## config.mk

```make
export PLATFORM = sky130hd
export DESIGN_NAME = fgr_i2c_read
export DESIGN_NICKNAME = d
export VERILOG_FILES = /design/src/fgr_bus_cond.sv /design/src/fgr_i2c_read.sv
export SDC_FILE = /design/constraint.sdc
export NUM_CORES = 1
export LEC_CHECK = 0
export ABC_AREA = 1
export BUFFER_PORTS_ARGS = -buffer_cell sky130_fd_sc_hd__buf_2
export CAP_MARGIN = 20
export CORE_MARGIN = 2
export CORE_UTILIZATION = 40
export CTS_BUF_LIST = sky130_fd_sc_hd__clkbuf_2 sky130_fd_sc_hd__clkbuf_4 sky130_fd_sc_hd__clkbuf_8
export DETAILED_ROUTE_END_ITERATION = 7
export RECOVER_POWER = 25
export SLEW_MARGIN = 5
export SYNTH_ARGS = -nofsm -noshare
export SYNTH_HDL_FRONTEND = slang
export SYNTH_SLANG_ARGS = --single-unit
```

## constraint.sdc

```tcl
create_clock -name clk -period 1.3 [get_ports clk]
set_input_delay 0.065 -clock clk [delete_from_list [all_inputs] [get_ports clk]]
set_output_delay 0.065 -clock clk [all_outputs]
set_load 0.01 [all_outputs]
```

## src/fgr_bus_cond.sv

```systemverilog
`timescale 1ns/1ps
`default_nettype none

// =============================================================
// Shared constants and types
// =============================================================
package fgr_pkg;
  // Fixed seven-bit bus address of the gauge
  localparam logic [6:0] DEV_BUS_ADDR = 7'h36;
  // Byte returned once the pointer has run past the top
  localparam logic [7:0] PAST_TOP_BYTE = 8'hFF;
  // Highest memory location
  localparam logic [7:0] TOP_ADDR = 8'hFF;
  // Pointer and bit counter constants
  localparam logic [7:0] PTR_STEP = 8'h01;
  localparam logic [7:0] PTR_RESET = 8'h00;
  localparam logic [3:0] BITS_PER_BYTE = 4'h8;
  localparam logic [3:0] CNT_ZERO = 4'h0;
  localparam logic [3:0] CNT_STEP = 4'h1;

  // One-cycle bus events seen by the protocol engine
  typedef struct packed {
    logic start;     // Start or repeated start
    logic stop;      // Stop
    logic scl_rise;  // Clock rising edge
    logic scl_fall;  // Clock falling edge
    logic sda;       // Data level in the same cycle
  } fgr_bus_ev_t;

  // Protocol states
  typedef enum logic [2:0] {
    S_IDLE, S_ADDR, S_ADDR_ACK, S_START_MEMORY_POINTER, S_START_MEMORY_POINTER_ACK, S_WR_SINK, S_TX, S_TX_ACK
  } fgr_state_t;
endpackage

// =============================================================
// Bus condition detector
// =============================================================
module fgr_bus_cond (
  // Clock and synchronised reset
  input wire logic clk,
  input wire logic rst_n,
  // Bus levels as seen on the wires
  input wire logic scl_in,
  input wire logic sda_in,
  // Decoded events, registered
  output var fgr_pkg::fgr_bus_ev_t ev
);
  // Previous levels, used for edge detection
  logic scl_prev_reg;
  logic sda_prev_reg;
  // Decoded events from current and previous levels
  wire logic start_w = scl_prev_reg & scl_in & sda_prev_reg & ~sda_in;
  wire logic stop_w = scl_prev_reg & scl_in & ~sda_prev_reg & sda_in;
  wire logic rise_w = ~scl_prev_reg & scl_in;
  wire logic fall_w = scl_prev_reg & ~scl_in;

  // Idle bus is high on both wires, so reset to high avoids a false stop or clock rise
  always_ff @(posedge clk or negedge rst_n) begin
    if (!rst_n) begin
      scl_prev_reg <= 1'b1;
      sda_prev_reg <= 1'b1;
      ev <= '0;
    end else begin
      scl_prev_reg <= scl_in;
      sda_prev_reg <= sda_in;
      ev <= '{start: start_w, stop: stop_w, scl_rise: rise_w, scl_fall: fall_w, sda: sda_in};
    end
  end
endmodule // fgr_bus_cond

`default_nettype wire

```

## src/fgr_i2c_read.sv

```systemverilog
`timescale 1ns/1ps
`default_nettype none

// Function
// Master reads: write address, repeated start, read.
// Master reads both register bytes together.
// First byte from start pointer, MSB first.
// Pointer advances after each byte's last bit.
// Reads past top location return FFh.
// Reserved locations return undefined data.
// Master ends read with no-ack, stop/restart.
// Answer only address 0110110, ack after direction.
// Device drives data except master ack cycles.
// High byte even address, low byte odd.
// After no-ack, release data, await start.
module fgr_i2c_read (
  // Clock and reset
  input wire logic clk,
  input wire logic rstn,
  // Two-wire bus, data is open drain
  input wire logic scl_in,
  input wire logic sda_in,
  output logic sda_out,
  output logic sda_oe,
  // Memory read port, combinational data for mem_addr
  output logic [7:0] mem_addr,
  input wire logic [7:0] mem_rd_data
);
  // =============================================================
  // Reset release
  // =============================================================
  logic rst_meta_reg;
  logic rst_n;

  // Release asynchronously applied reset through two flops
  always_ff @(posedge clk or negedge rstn) begin
    if (!rstn) begin
      rst_meta_reg <= 1'b0;
      rst_n <= 1'b0;
    end else begin
      rst_meta_reg <= 1'b1;
      rst_n <= rst_meta_reg;
    end
  end

  // =============================================================
  // Bus events
  // =============================================================
  fgr_pkg::fgr_bus_ev_t ev;

  fgr_bus_cond u_cond (
    .clk(clk),
    .rst_n(rst_n),
    .scl_in(scl_in),
    .sda_in(sda_in),
    .ev(ev)
  );

  // =============================================================
  // Protocol state
  // =============================================================
  fgr_pkg::fgr_state_t state_reg, state_next;
  logic [3:0] cnt_reg, cnt_next;       // Clock rises in current byte
  logic [7:0] shift_reg, shift_next;   // Receive or transmit byte
  logic [7:0] ptr_reg, ptr_next;       // Memory pointer
  logic past_top_reg, past_top_next;   // Pointer ran beyond top
  logic rw_reg, rw_next;               // Direction bit of last address
  logic oe_reg, oe_next;               // Pull data low
  logic ack_ok_reg, ack_ok_next;       // Master acknowledged last byte

  // Byte to send next: beyond the top the gauge answers all ones
  // Reserved locations pass through unmasked; their content is left undefined
  wire logic [7:0] load_byte = past_top_reg ? fgr_pkg::PAST_TOP_BYTE : mem_rd_data;
  // Byte boundary reached on this falling clock edge
  wire logic byte_done = ev.scl_fall && (cnt_reg == fgr_pkg::BITS_PER_BYTE);
  // Received byte carries our bus address
  wire logic addr_hit = (shift_reg[7:1] == fgr_pkg::DEV_BUS_ADDR);
  // Shifted receive byte
  wire logic [7:0] shift_in = {shift_reg[6:0], ev.sda};

  // Next-state decode; stop and start override any byte in flight
  always_comb begin
    state_next = state_reg;
    cnt_next = cnt_reg;
    shift_next = shift_reg;
    ptr_next = ptr_reg;
    past_top_next = past_top_reg;
    rw_next = rw_reg;
    oe_next = oe_reg;
    ack_ok_next = ack_ok_reg;
    if (ev.stop) begin
      // Stop returns the bus to idle
      state_next = fgr_fgr_idle();
      oe_next = 1'b0;
    end else if (ev.start) begin
      // Start or repeated start: listen for an address
      state_next = fgr_pkg::S_ADDR;
      cnt_next = fgr_pkg::CNT_ZERO;
      oe_next = 1'b0;
    end else begin
      unique case (state_reg)
        fgr_pkg::S_IDLE: begin
          // Wait for a start
        end
        fgr_pkg::S_ADDR: begin
          if (ev.scl_rise) begin
            shift_next = shift_in;
            cnt_next = cnt_reg + fgr_pkg::CNT_STEP;
          end else if (byte_done) begin
            if (addr_hit) begin
              // Acknowledge in the clock after the direction bit
              oe_next = 1'b1;
              rw_next = shift_reg[0];
              state_next = fgr_pkg::S_ADDR_ACK;
            end else begin
              state_next = fgr_pkg::S_IDLE;
            end
          end
        end
        fgr_pkg::S_ADDR_ACK: begin
          if (ev.scl_fall) begin
            cnt_next = fgr_pkg::CNT_ZERO;
            if (rw_reg) begin
              // Keep the line and present the byte at the pointer, MSB first
              shift_next = load_byte;
              oe_next = ~load_byte[7];
              state_next = fgr_pkg::S_TX;
            end else begin
              oe_next = 1'b0;
              state_next = fgr_pkg::S_START_MEMORY_POINTER;
            end
          end
        end
        fgr_pkg::S_START_MEMORY_POINTER: begin
          if (ev.scl_rise) begin
            shift_next = shift_in;
            cnt_next = cnt_reg + fgr_pkg::CNT_STEP;
          end else if (byte_done) begin
            // Load the start memory pointer and acknowledge it
            ptr_next = shift_reg;
            past_top_next = 1'b0;
            oe_next = 1'b1;
            state_next = fgr_pkg::S_START_MEMORY_POINTER_ACK;
          end
        end
        fgr_pkg::S_START_MEMORY_POINTER_ACK: begin
          if (ev.scl_fall) begin
            oe_next = 1'b0;
            cnt_next = fgr_pkg::CNT_ZERO;
            state_next = fgr_pkg::S_WR_SINK;
          end
        end
        fgr_pkg::S_WR_SINK: begin
          // Write data is outside this path: acknowledged and dropped
          if (ev.scl_rise) begin
            cnt_next = cnt_reg + fgr_pkg::CNT_STEP;
          end else if (byte_done) begin
            oe_next = 1'b1;
            state_next = fgr_pkg::S_START_MEMORY_POINTER_ACK;
          end
        end
        fgr_pkg::S_TX: begin
          if (ev.scl_rise) begin
            cnt_next = cnt_reg + fgr_pkg::CNT_STEP;
          end else if (byte_done) begin
            // Last bit out: release for the master's ack, step pointer below the top location
            oe_next = 1'b0;
            ack_ok_next = 1'b0;
            state_next = fgr_pkg::S_TX_ACK;
            if (ptr_reg == fgr_pkg::TOP_ADDR) begin
              past_top_next = 1'b1;
            end else begin
              ptr_next = ptr_reg + fgr_pkg::PTR_STEP;
            end
          end else if (ev.scl_fall) begin
            // Next bit while the clock is low
            shift_next = {shift_reg[6:0], 1'b0};
            oe_next = ~shift_reg[6];
          end
        end
        fgr_pkg::S_TX_ACK: begin
          if (ev.scl_rise) begin
            ack_ok_next = ~ev.sda;
          end else if (ev.scl_fall) begin
            cnt_next = fgr_pkg::CNT_ZERO;
            if (ack_ok_reg) begin
              // Next byte goes out right after the ack clock
              shift_next = load_byte;
              oe_next = ~load_byte[7];
              state_next = fgr_pkg::S_TX;
            end else begin
              // No-ack: line stays released, wait for a start
              oe_next = 1'b0;
              state_next = fgr_pkg::S_IDLE;
            end
          end
        end
      endcase
    end
  end

  // Idle state name, used by the stop override path
  function automatic fgr_pkg::fgr_state_t fgr_fgr_idle();
    return fgr_pkg::S_IDLE;
  endfunction

  // State registers
  always_ff @(posedge clk or negedge rst_n) begin
    if (!rst_n) begin
      state_reg <= fgr_pkg::S_IDLE;
      cnt_reg <= fgr_pkg::CNT_ZERO;
      shift_reg <= '0;
      ptr_reg <= fgr_pkg::PTR_RESET;
      past_top_reg <= 1'b0;
      rw_reg <= 1'b0;
      oe_reg <= 1'b0;
      ack_ok_reg <= 1'b0;
    end else begin
      state_reg <= state_next;
      cnt_reg <= cnt_next;
      shift_reg <= shift_next;
      ptr_reg <= ptr_next;
      past_top_reg <= past_top_next;
      rw_reg <= rw_next;
      oe_reg <= oe_next;
      ack_ok_reg <= ack_ok_next;
    end
  end

  // =============================================================
  // Outputs
  // =============================================================
  // Open drain: the line is only ever pulled low
  assign sda_out = 1'b0;
  assign sda_oe = oe_reg;
  assign mem_addr = ptr_reg;

  // =============================================================
  // Checks
  // =============================================================
  a_addr_ack_match: assert property (@(posedge clk) disable iff (!rst_n)
    (state_reg == fgr_pkg::S_ADDR_ACK && $past(state_reg) != fgr_pkg::S_ADDR_ACK)
      |-> (shift_reg[7:1] == fgr_pkg::DEV_BUS_ADDR) && sda_oe)
    else $error("address acknowledged without a match");

  a_first_byte_msb: assert property (@(posedge clk) disable iff (!rst_n)
    (state_reg == fgr_pkg::S_TX && $past(state_reg) == fgr_pkg::S_ADDR_ACK)
      |-> shift_reg == $past(load_byte) && sda_oe == ~shift_reg[7])
    else $error("first byte not taken from pointer MSB first");

  a_ptr_advance: assert property (@(posedge clk) disable iff (!rst_n)
    (state_reg == fgr_pkg::S_TX_ACK && $past(state_reg) == fgr_pkg::S_TX)
      |-> ptr_reg == $past(ptr_reg) + fgr_pkg::PTR_STEP || past_top_reg)
    else $error("pointer did not advance after byte");

  a_past_top_ones: assert property (@(posedge clk) disable iff (!rst_n)
    (past_top_reg && state_reg == fgr_pkg::S_TX && $past(state_reg) == fgr_pkg::S_TX_ACK)
      |-> shift_reg == fgr_pkg::PAST_TOP_BYTE)
    else $error("byte beyond top is not all ones");

  a_ack_released: assert property (@(posedge clk) disable iff (!rst_n)
    state_reg == fgr_pkg::S_TX_ACK |-> !sda_oe)
    else $error("data driven during master ack");

  a_even_odd_pair: assert property (@(posedge clk) disable iff (!rst_n)
    (state_reg == fgr_pkg::S_TX_ACK && $past(state_reg) == fgr_pkg::S_TX && !past_top_reg)
      |-> ptr_reg[0] != $past(ptr_reg[0]))
    else $error("pointer skipped the paired byte");

  a_nack_idle: assert property (@(posedge clk) disable iff (!rst_n)
    (state_reg == fgr_pkg::S_TX_ACK && ev.scl_fall && !ack_ok_reg && !ev.start && !ev.stop)
      |=> (state_reg == fgr_pkg::S_IDLE && !sda_oe) [*2])
    else $error("no-ack did not release the bus");
endmodule // fgr_i2c_read

`default_nettype wire

```

Yosys cells after proc, flatten, opt, wreduce, memory -nomap -nowiden
Index checks and enable logic that the tools add are counted.

$add $sub $neg: 2. Eq/ne operators: 39. Muxes and demuxes: 63. Bitwise gates (word level): 17. Reductions and logical operators: 18.

Operators by type and width (count): $mux W8 (15); $mux W3 (14); $pmux W8 S4 (1); $ne A4 B2 Y1 const B (7); $reduce_and A12 Y1 (2); $mux W1 (22); $ne A2 B2 Y1 const B (10); $pmux W3 S6 (1); $mux W4 (4); $ne A4 B1 Y1 const B (4); $pmux W8 S2 (1); $reduce_and A8 Y1 (2); $eq A3 B3 Y1 const B (4); $pmux W4 S3 (1); $reduce_and A6 Y1 (2); $reduce_and A11 Y1 (1); $ne A2 B1 Y1 const B (5); $not A1 Y1 (10); $add A8 B1 Y8 const B (1); $eq A8 B8 Y1 const B (1); $reduce_bool A4 Y1 (2); $reduce_bool A8 Y1 (1); $and A1 B1 Y1 (7); $eq A7 B6 Y1 const B (1); other kinds (15) (20).

Register bits: 36. Input port bits: 12. Output and inout port bits: 10. Logic and storage cells: 156.

Longest topological paths before layout
Gate-level depths: netlist (run 1).

Depth after elaboration: 8. Gate-level depth with buffers: 11.

By module
From an unflattened synthesis (run 1), not the netlist that was laid out.

Cell total of the unflattened synthesis: 334. Area total of the unflattened synthesis: 2389.8 µm².

By module, submodules not included: fgr_i2c_read (instances 1, cells each 316, area each 2170.8 µm²); fgr_bus_cond (instances 1, cells each 18, area each 219.0 µm²).

Worst setup path before layout (run 1)
No wires, ideal clock.

Path type: flip-flop to flip-flop. Start: register cnt_reg[0]. End: register past_top_reg. Arrival time: 1.457 ns. Setup slack: -0.274 ns. Stages on the path, launching flop included: 11. Path buffers: 1. Path through: dfrtp_1 inv_1 ha_1 nand2_1 inv_1 nand2_1 a211oi_4 buf_4 nand2_1 nand2_1 nand2_1.

Cells in the longest elaborated chain, start to end: 4. Elaborated cells between the ends (all ways): 5. Those cells by class: eq/ne (3); reduce/logical (2).

RTL lines: start, declared (line fgr_i2c_read.sv:63) `logic [3:0] cnt_reg, cnt_next;`; start signal, assigned (line fgr_i2c_read.sv:211) `cnt_reg <= fgr_pkg::CNT_ZERO;`; start signal, assigned (line fgr_i2c_read.sv:220) `cnt_reg <= cnt_next;`; $eq A4 B4 Y1 (*) (line fgr_i2c_read.sv:75) `wire logic byte_done = ev.scl_fall && (cnt_reg == fgr_pkg::BITS_PER_BYTE);`; $logic_and A1 B1 Y1 (*) (line fgr_i2c_read.sv:75); $ne A2 B2 Y1 (no source line); $reduce_and A8 Y1 (no source line) (*); end signal, assigned (line fgr_i2c_read.sv:223) `past_top_reg <= past_top_next;`; end, declared (line fgr_i2c_read.sv:66) `logic past_top_reg, past_top_next;`.

Mark *: on every way between the ends. The rest lies on a longest branch, timed or not. A chain may end at the register's enable or synchronous reset.

Worst setup path after layout (run 1)
Start: register state_reg[0]. End: register shift_reg[1].

Cells in the longest elaborated chain, start to end: 4. Elaborated cells between the ends (all ways): 18. Those cells by class: eq/ne (14); mux (1); reduce/logical (3).

RTL lines: start, declared (line fgr_i2c_read.sv:62) `fgr_pkg::fgr_state_t state_reg, state_next;`; start signal, assigned (line fgr_i2c_read.sv:210) `state_reg <= fgr_pkg::S_IDLE;`; start signal, assigned (line fgr_i2c_read.sv:219) `state_reg <= state_next;`; $eq A3 B2 Y1 / $eq A3 B1 Y1 (equally long branches) (line fgr_i2c_read.sv:101) `unique case (state_reg)`; $reduce_or A2 Y1 (no source line); $ne A2 B1 Y1 (no source line) / $reduce_bool A4 Y1 (equally long branches); $reduce_and A12 Y1 (no source line); end signal, assigned (line fgr_i2c_read.sv:221) `shift_reg <= shift_next;`; end, declared (line fgr_i2c_read.sv:64) `logic [7:0] shift_reg, shift_next;`.

Several ways; a longest one is shown, not always the timed one.

==> results of run 1 <==
==> synthesized netlist by cell type (all sizes together) <==
cell    count
dfrtp      34
xnor2       2
ha          3
nand3b      4
o21a        1
a21oi       8
nor2       38
nand4      10
nand2     115
dfstp       2
buf         9
nor3        3
clkbuf      2
nand3      46
inv        32
conb        2
o21ai      22
o31ai       4
xor2        1
a211oi      1
==> layer usage <==
metal / wire (µm) / global-route usage [%] / vias to the layer above
li1: - / - / 1285
met1: 2940 / 27.2 / 1191
met2: 3410 / 37.1 / 49
met3: 225 / 4.00 / 12
met4: 129 / 7.12 / 0
met5: 0 / 0 / -
==> what timing repair did <==
action                     in CTS  in global routing
hold endpoints to repair        7                  0
gates resized for setup        31                 24
pin swaps                      16                 17
setup endpoints to repair      27                 27
hold buffers                    3                  0
buffers inserted                7                  4
cloned                          1                  0
==> cells by family (layout without fill, tap and decap cells) <==
family	count (synthesis)	in the layout	synth area share, %
xor gates and xnor gates	3	3	1.10
and+or+nand+nor	216	217	41.0
AOI/OAI and AO/OA	36	36	9.79
buffers and inverters	43	135	8.42
adders and majority gates	3	3	1.57
other	2	2	0.314
DFF	36	36	37.8
==> where the power goes <==
| group | switching [mW] | total (mW) | internal [mW] |
|---|---|---|---|
| Clock | 0.450 | 0.879 | 0.429 |
| Sequential | 0.382 | 1.86 | 1.47 |
| Combinational | 2.15 | 3.96 | 1.82 |
==> how the worst max path moves through the flow <==
stage	start	to	cells past startpoint
after floorplan	cnt_reg[0]	past_top_reg	10
after global placement	state_reg[2]	shift_reg[4]	7
after detailed placement	state_reg[2]	shift_reg[1]	7
after CTS	cnt_reg[0]	mem_addr[2]	10
after global routing	mem_addr[1]	past_top_reg	8
final	state_reg[0]	shift_reg[1]	7
==> layout make-up <==
type	instances	area, µm²	share of cell area [%]
multi-input cells	261	1500	43.1
flip-flops and latches	36	907	26.1
repair buffers	95	748	21.5
inverters	32	135	3.88
well taps	75	93.8	2.70
clock buffers	6	82.6	2.37
clock inverters	2	15.0	0.431
==> through the flow <==
stage / TNS, ns / utilization, % / instances
6_report: -5.76 / 59.5 / 507
5_1_grt: -8.36 / 59.5 / 507
3_5_place_dp: -8.36 / 52.1 / 484
2_1_floorplan: -2.40 / - / 339
4_1_cts: -5.80 / 57.6 / 503
3_3_place_gp: -7.67 / 52.1 / 484
==> run_results.csv, run 1 <==
group,metric,value,unit
critical_path,r2r_cells,7,
route,vias_per_cell,5.00,
route,drtPass1Iterations,4,
floorplanning,num_rows,28,
floorplanning,initial_utilization,40.9,%
cells_and_area,final_nets,446,
timing,fin_crit,1.55,ns
synthesis,synth_seq_cells,36,
floorplanning,die_h,81.3,µm
timing,worstMarginPinSlew,0.859,ns
placement,hpwl,4720,µm
synthesis,synth.yosys.seq_area_share,37.8,%
floorplanning,core,5850,µm²
grt,grt_pass1_wl,10900,µm
cells_and_area,antenna-diode-count,0,
clock_tree,cts.clk_slew.worst_paths,0.08,ns
synthesis,synth.avg_cell_area,7.05,µm²
synthesis,synth_top_area_share,35.6,%
synthesis,yosys-top-cells-area,"dfrtp_1 36%, nand2_1 17%, nand3_1 9.2%",
clock_tree,cts_buffers,5,
synthesis,netlist_instances,339,
clock_tree,clkLatencyLatePin,0.30,ns
grt,groute.usage.overall,21.6,%
synthesis,syn-num-nets,354,
cells_and_area,fin_area,3480,µm²
timing,fin_ws,-0.250,ns
critical_path,r2r_setup_slack,-0.25,ns
critical_path,crit_path_start_kind,"flip-flop",
critical_path,critPathRequiredTime,1.53,ns
worst_hold_path,hp-class,"input pin to async pin",
cells_and_area,fillerInstances,553,
synthesis,synthesis.area,2390,µm²
clock_tree,clock_sink_count,36,
timing,setup-violations-final,27,
route,drt-initial-drc-count,66,
timing,finalMaxSlewViolations,0,
critical_path,cp.arrival,1.78,ns
timing,grt_setup_unrepaired,"true",
critical_path,worstSetupPathType,"flip-flop to flip-flop",
clock_tree,cts_tree,"yes",
grt,grt_max_degree,35,
route,num_vias,2537,
floorplanning,ios,22,
floorplanning,dieArea,6610,µm²
critical_path,crit_slowest_cell,"dfrtp_2",
timing,fin_crit_sh,119,%
grt,globalRouteOverflowTotal,0,
placement,port_buffers,20,
job,maxCapViolations,0,
route,routed_wl,6700,µm
cells_and_area,syn2layout_area_growth,45.6,%
route,antenna_left,0,
timing,hold_slack,0.0653,ns
timing,hold_violations,0,
grt,grt_pass1_vias,2387,
cells_and_area,final_common_cell,"nand2_1",
critical_path,crit_fanout,7,
timing,max_freq,645,MHz
route,drcViolationCount,0,
power_and_ir_drop,power,6.70,mW
placement,dpl-instance-area,3050,µm²
critical_path,crit_buf_inv,2,
route,wire_per_inst,13.2,µm
synthesis,synth_top_area_cell,"dfrtp_1",
critical_path,r2r-end,"shift_reg[1]",
critical_path,crit_family,"flip-flops",
clock_tree,htreeDepth,2,
clock_tree,clk_path_buf_depth,2,
timing,finalClockSkew,0.00311,ns
placement,dp_slack,-0.399,ns
cells_and_area,layout_common_cells,"90 x nand2_1, 58 x buf_4, 32 x nand3_1, 31 x dfrtp_1, 30 x nor2_1",
clock_tree,cts_root_buf,"clkbuf_8",
critical_path,max_stage_delay,0.49,ns
grt,antenna_found_initial,0,
run_status,violations,"negative setup slack",
critical_path,crit_path_end_kind,"flip-flop",
placement,finalWeightedCongestion,0.875,
run_status,outcome,"finished with violations",
power_and_ir_drop,peakVddDrop,1.04,mV
critical_path,worstReg2RegStart,"state_reg[0]",
floorplanning,die_w,81.3,µm
cells_and_area,drive_above_1_share,39.8,%
timing,max_slew_margin,42.7,%
synthesis,synth_cell_types,31,
power_and_ir_drop,power_density,1920,nW/µm²
synthesis,yosysWarningCount,0,
critical_path,crit_chain,"buf_4 -> nand2_2 -> o21ai_1 -> nor3_4 -> buf_6 -> nand2_4 -> o21ai_2",
power_and_ir_drop,p_leak,1.80,nW
Power figures use the tool's default switching activity.
==> inputs of run 2 (changes only) <==
--- a/config.mk
+++ b/config.mk
@@ -9,9 +9,11 @@
 export BUFFER_PORTS_ARGS = -buffer_cell sky130_fd_sc_hd__buf_2
 export CAP_MARGIN = 20
 export CORE_MARGIN = 2
-export CORE_UTILIZATION = 40
+export CORE_UTILIZATION = 50
 export CTS_BUF_LIST = sky130_fd_sc_hd__clkbuf_2 sky130_fd_sc_hd__clkbuf_4 sky130_fd_sc_hd__clkbuf_8
+export CTS_CLUSTER_SIZE = 20
 export DETAILED_ROUTE_END_ITERATION = 7
+export PLACE_DENSITY = 0.69
 export RECOVER_POWER = 25
 export SLEW_MARGIN = 5
 export SYNTH_ARGS = -nofsm -noshare
==> constraint.sdc (replaced) <==
create_clock -name clk -period 1.3 [get_ports clk]
set_input_delay 0.13 -clock clk [delete_from_list [all_inputs] [get_ports clk]]
set_output_delay 0.13 -clock clk [all_outputs]
set_load 0.01 [all_outputs]
==> run 2 against run 1 <==
The run still ends with negative setup slack left. Clock power down 8.5%. Sequential cell count unchanged. Routed wire length increased by 0.22%. Via count is 2.6% higher. Sequential power down 2%. Highest routed layer unchanged. Core utilization up 14 points. Combinational power is 3% higher. Clock skew increased by 0.0047 ns. Largest cell class unchanged. Setup slack worse by 0.046 ns. Design area down 1.1%. Power hardly changed.
==> run_results.csv, run 2 (synthesis results as in run 1) <==
group,metric,value,unit
run_status,outcome,"finished with violations",
run_status,violations,"negative setup slack",
cells_and_area,layout_common_cells,"95 x nand2_1, 70 x buf_4, 31 x nand3_1, 31 x dfrtp_1, 29 x nor2_1",
power_and_ir_drop,p_sw,2.98,mW
cells_and_area,drive_above_1_share,40.3,%
grt,antenna_found_initial,0,
timing,fin_crit,1.60,ns
timing,setup-violations-final,27,
critical_path,critPathRequiredTime,1.48,ns
critical_path,crit_fanout,8,
timing,final.setup.tns,-6.34,ns
power_and_ir_drop,pwr-share-comb,60.9,%
cells_and_area,final_common_cell,"nand2_1",
cells_and_area,syn2layout_area_growth,44.0,%
critical_path,crit_path_start_kind,"flip-flop",
clock_tree,cts_buffers,5,
power_and_ir_drop,swShare,44.4,%
timing,finalClockSkew,0.00780,ns
timing,max_slew_margin,43.8,%
timing,finalMaxSlewViolations,0,
grt,grt_pass1_vias,2488,
clock_tree,clk_path_buf_depth,2,
floorplanning,core,4660,µm²
route,wire_per_inst,13.6,µm
placement,hpwl,4690,µm
route,num_vias,2602,
power_and_ir_drop,power_density,1950,nW/µm²
floorplanning,die_w,73.2,µm
floorplanning,ios,22,
worst_hold_path,hp-class,"input pin to flip-flop",
grt,groute.usage.overall,27.4,%
power_and_ir_drop,p_leak,1.83,nW
critical_path,cp.arrival,1.78,ns
cells_and_area,final_nets,453,
route,antenna_left,0,
route,routed_wl,6720,µm
cells_and_area,fillerInstances,353,
floorplanning,dieArea,5350,µm²
power_and_ir_drop,power,6.71,mW
floorplanning,initial_utilization,51.3,%
timing,fin_ws,-0.297,ns
clock_tree,cts_root_buf,"clkbuf_8",
timing,worstMarginPinSlew,0.843,ns
placement,finalWeightedCongestion,0.877,
job,maxCapViolations,0,
power_and_ir_drop,pwr-share-seq,27.1,%
power_and_ir_drop,p_int,3.73,mW
clock_tree,htreeDepth,2,
grt,globalRouteOverflowTotal,0,
clock_tree,clock_sink_count,36,
timing,fin_crit_sh,123,%
clock_tree,cts_tree,"yes",
route,drcViolationCount,0,
placement,dp_slack,-0.519,ns
route,drtPass1Iterations,6,
power_and_ir_drop,p_clk_share,12.0,%
timing,max_freq,626,MHz
route,drt-initial-drc-count,219,
timing,grt_setup_unrepaired,"true",
floorplanning,num_rows,25,
timing,hold_violations,0,
cells_and_area,antenna-diode-count,0,
critical_path,worstSetupPathType,"flip-flop to flip-flop",
grt,grt_pass1_wl,11200,µm
critical_path,crit_path_end_kind,"flip-flop",
clock_tree,clkLatencyLatePin,0.29,ns
grt,grt_max_degree,35,
placement,port_buffers,20,
cells_and_area,post-route-util,73.9,%
clock_tree,cts.clk_slew.worst_paths,0.07,ns
route,vias_per_cell,5.28,
floorplanning,die_h,73.2,µm
power_and_ir_drop,peakVddDrop,1.08,mV
-- run 2: metrics by stage --
step	hold WS, ns	cell area [µm²]	instances
2_1_floorplan	-0.166	2460	339
3_3_place_gp	-0.0866	3020	466
3_5_place_dp	-0.0849	3020	466
4_1_cts	0.134	3340	491
5_1_grt	0.144	3440	493
6_report	0.136	3440	493
-- run 2: metal layers --
metal | routed length, µm | part of all wire (%) | GRT usage, %
met1 | 2770 | 41 | 34.5
met2 | 3420 | 51 | 46.3
met3 | 364 | 5.4 | 5.66
met4 | 167 | 2.5 | 9.67
met5 | 0 | 0 | 0
-- run 2: worst max-delay path, cell delays in order (launching register included) --
cell,delay (ns)
dfrtp_2,0.49
inv_4,0.13
nand3_4,0.16
inv_4,0.14
nand4_1,0.13
nand2_1,0.13
nor2_4,0.07
buf_6,0.12
nand3_1,0.07
nand2_1,0.05
-- run 2: what timing repair did --
item,4_1_cts,5_1_grt
resized for setup,27,27
setup endpoints to repair,27,27
gates cloned,1,0
hold endpoints to repair,5,0
buffers inserted,13,3
hold buffers,3,0
pin swaps,19,20
-- run 2: layout make-up --
type	instances	area, µm²	area share (%)
Multi-Input combinational cell	261	1500	43.6
Sequential cell	36	907	26.3
Timing Repair Buffer	102	747	21.7
Inverter	32	133	3.85
Clock buffer	7	83.8	2.43
Tap cell	54	67.6	1.96
Clock inverter	1	5.00	0.145
-- run 2: worst paths after layout --
kind / startpoint / endpoint / slack, ns / depth (start not counted)
worst max register to register: state_reg[0] / mem_addr[6] / -0.30 / 9
worst max-delay path: state_reg[0] / mem_addr[6] / -0.30 / 9
worst min-delay path: mem_rd_data[3] / shift_reg[3] / 0.14 / 3
worst min register to register: rst_meta_reg / rst_n / 0.38 / 0
max in group asynchronous: rst_n / state_reg[2] / 0.25 / 1
min in group asynchronous: rstn / rst_meta_reg / 0.16 / 2
-- run 2: power groups by stage --
stage	clock network (mW)	registers, mW	logic, mW
floorplan	0	1.83	2.20
global placement	0	1.81	3.40
detailed placement	0	1.82	3.47
CTS	0.818	1.81	3.84
global route	0.869	1.86	4.54
finish	0.804	1.82	4.08
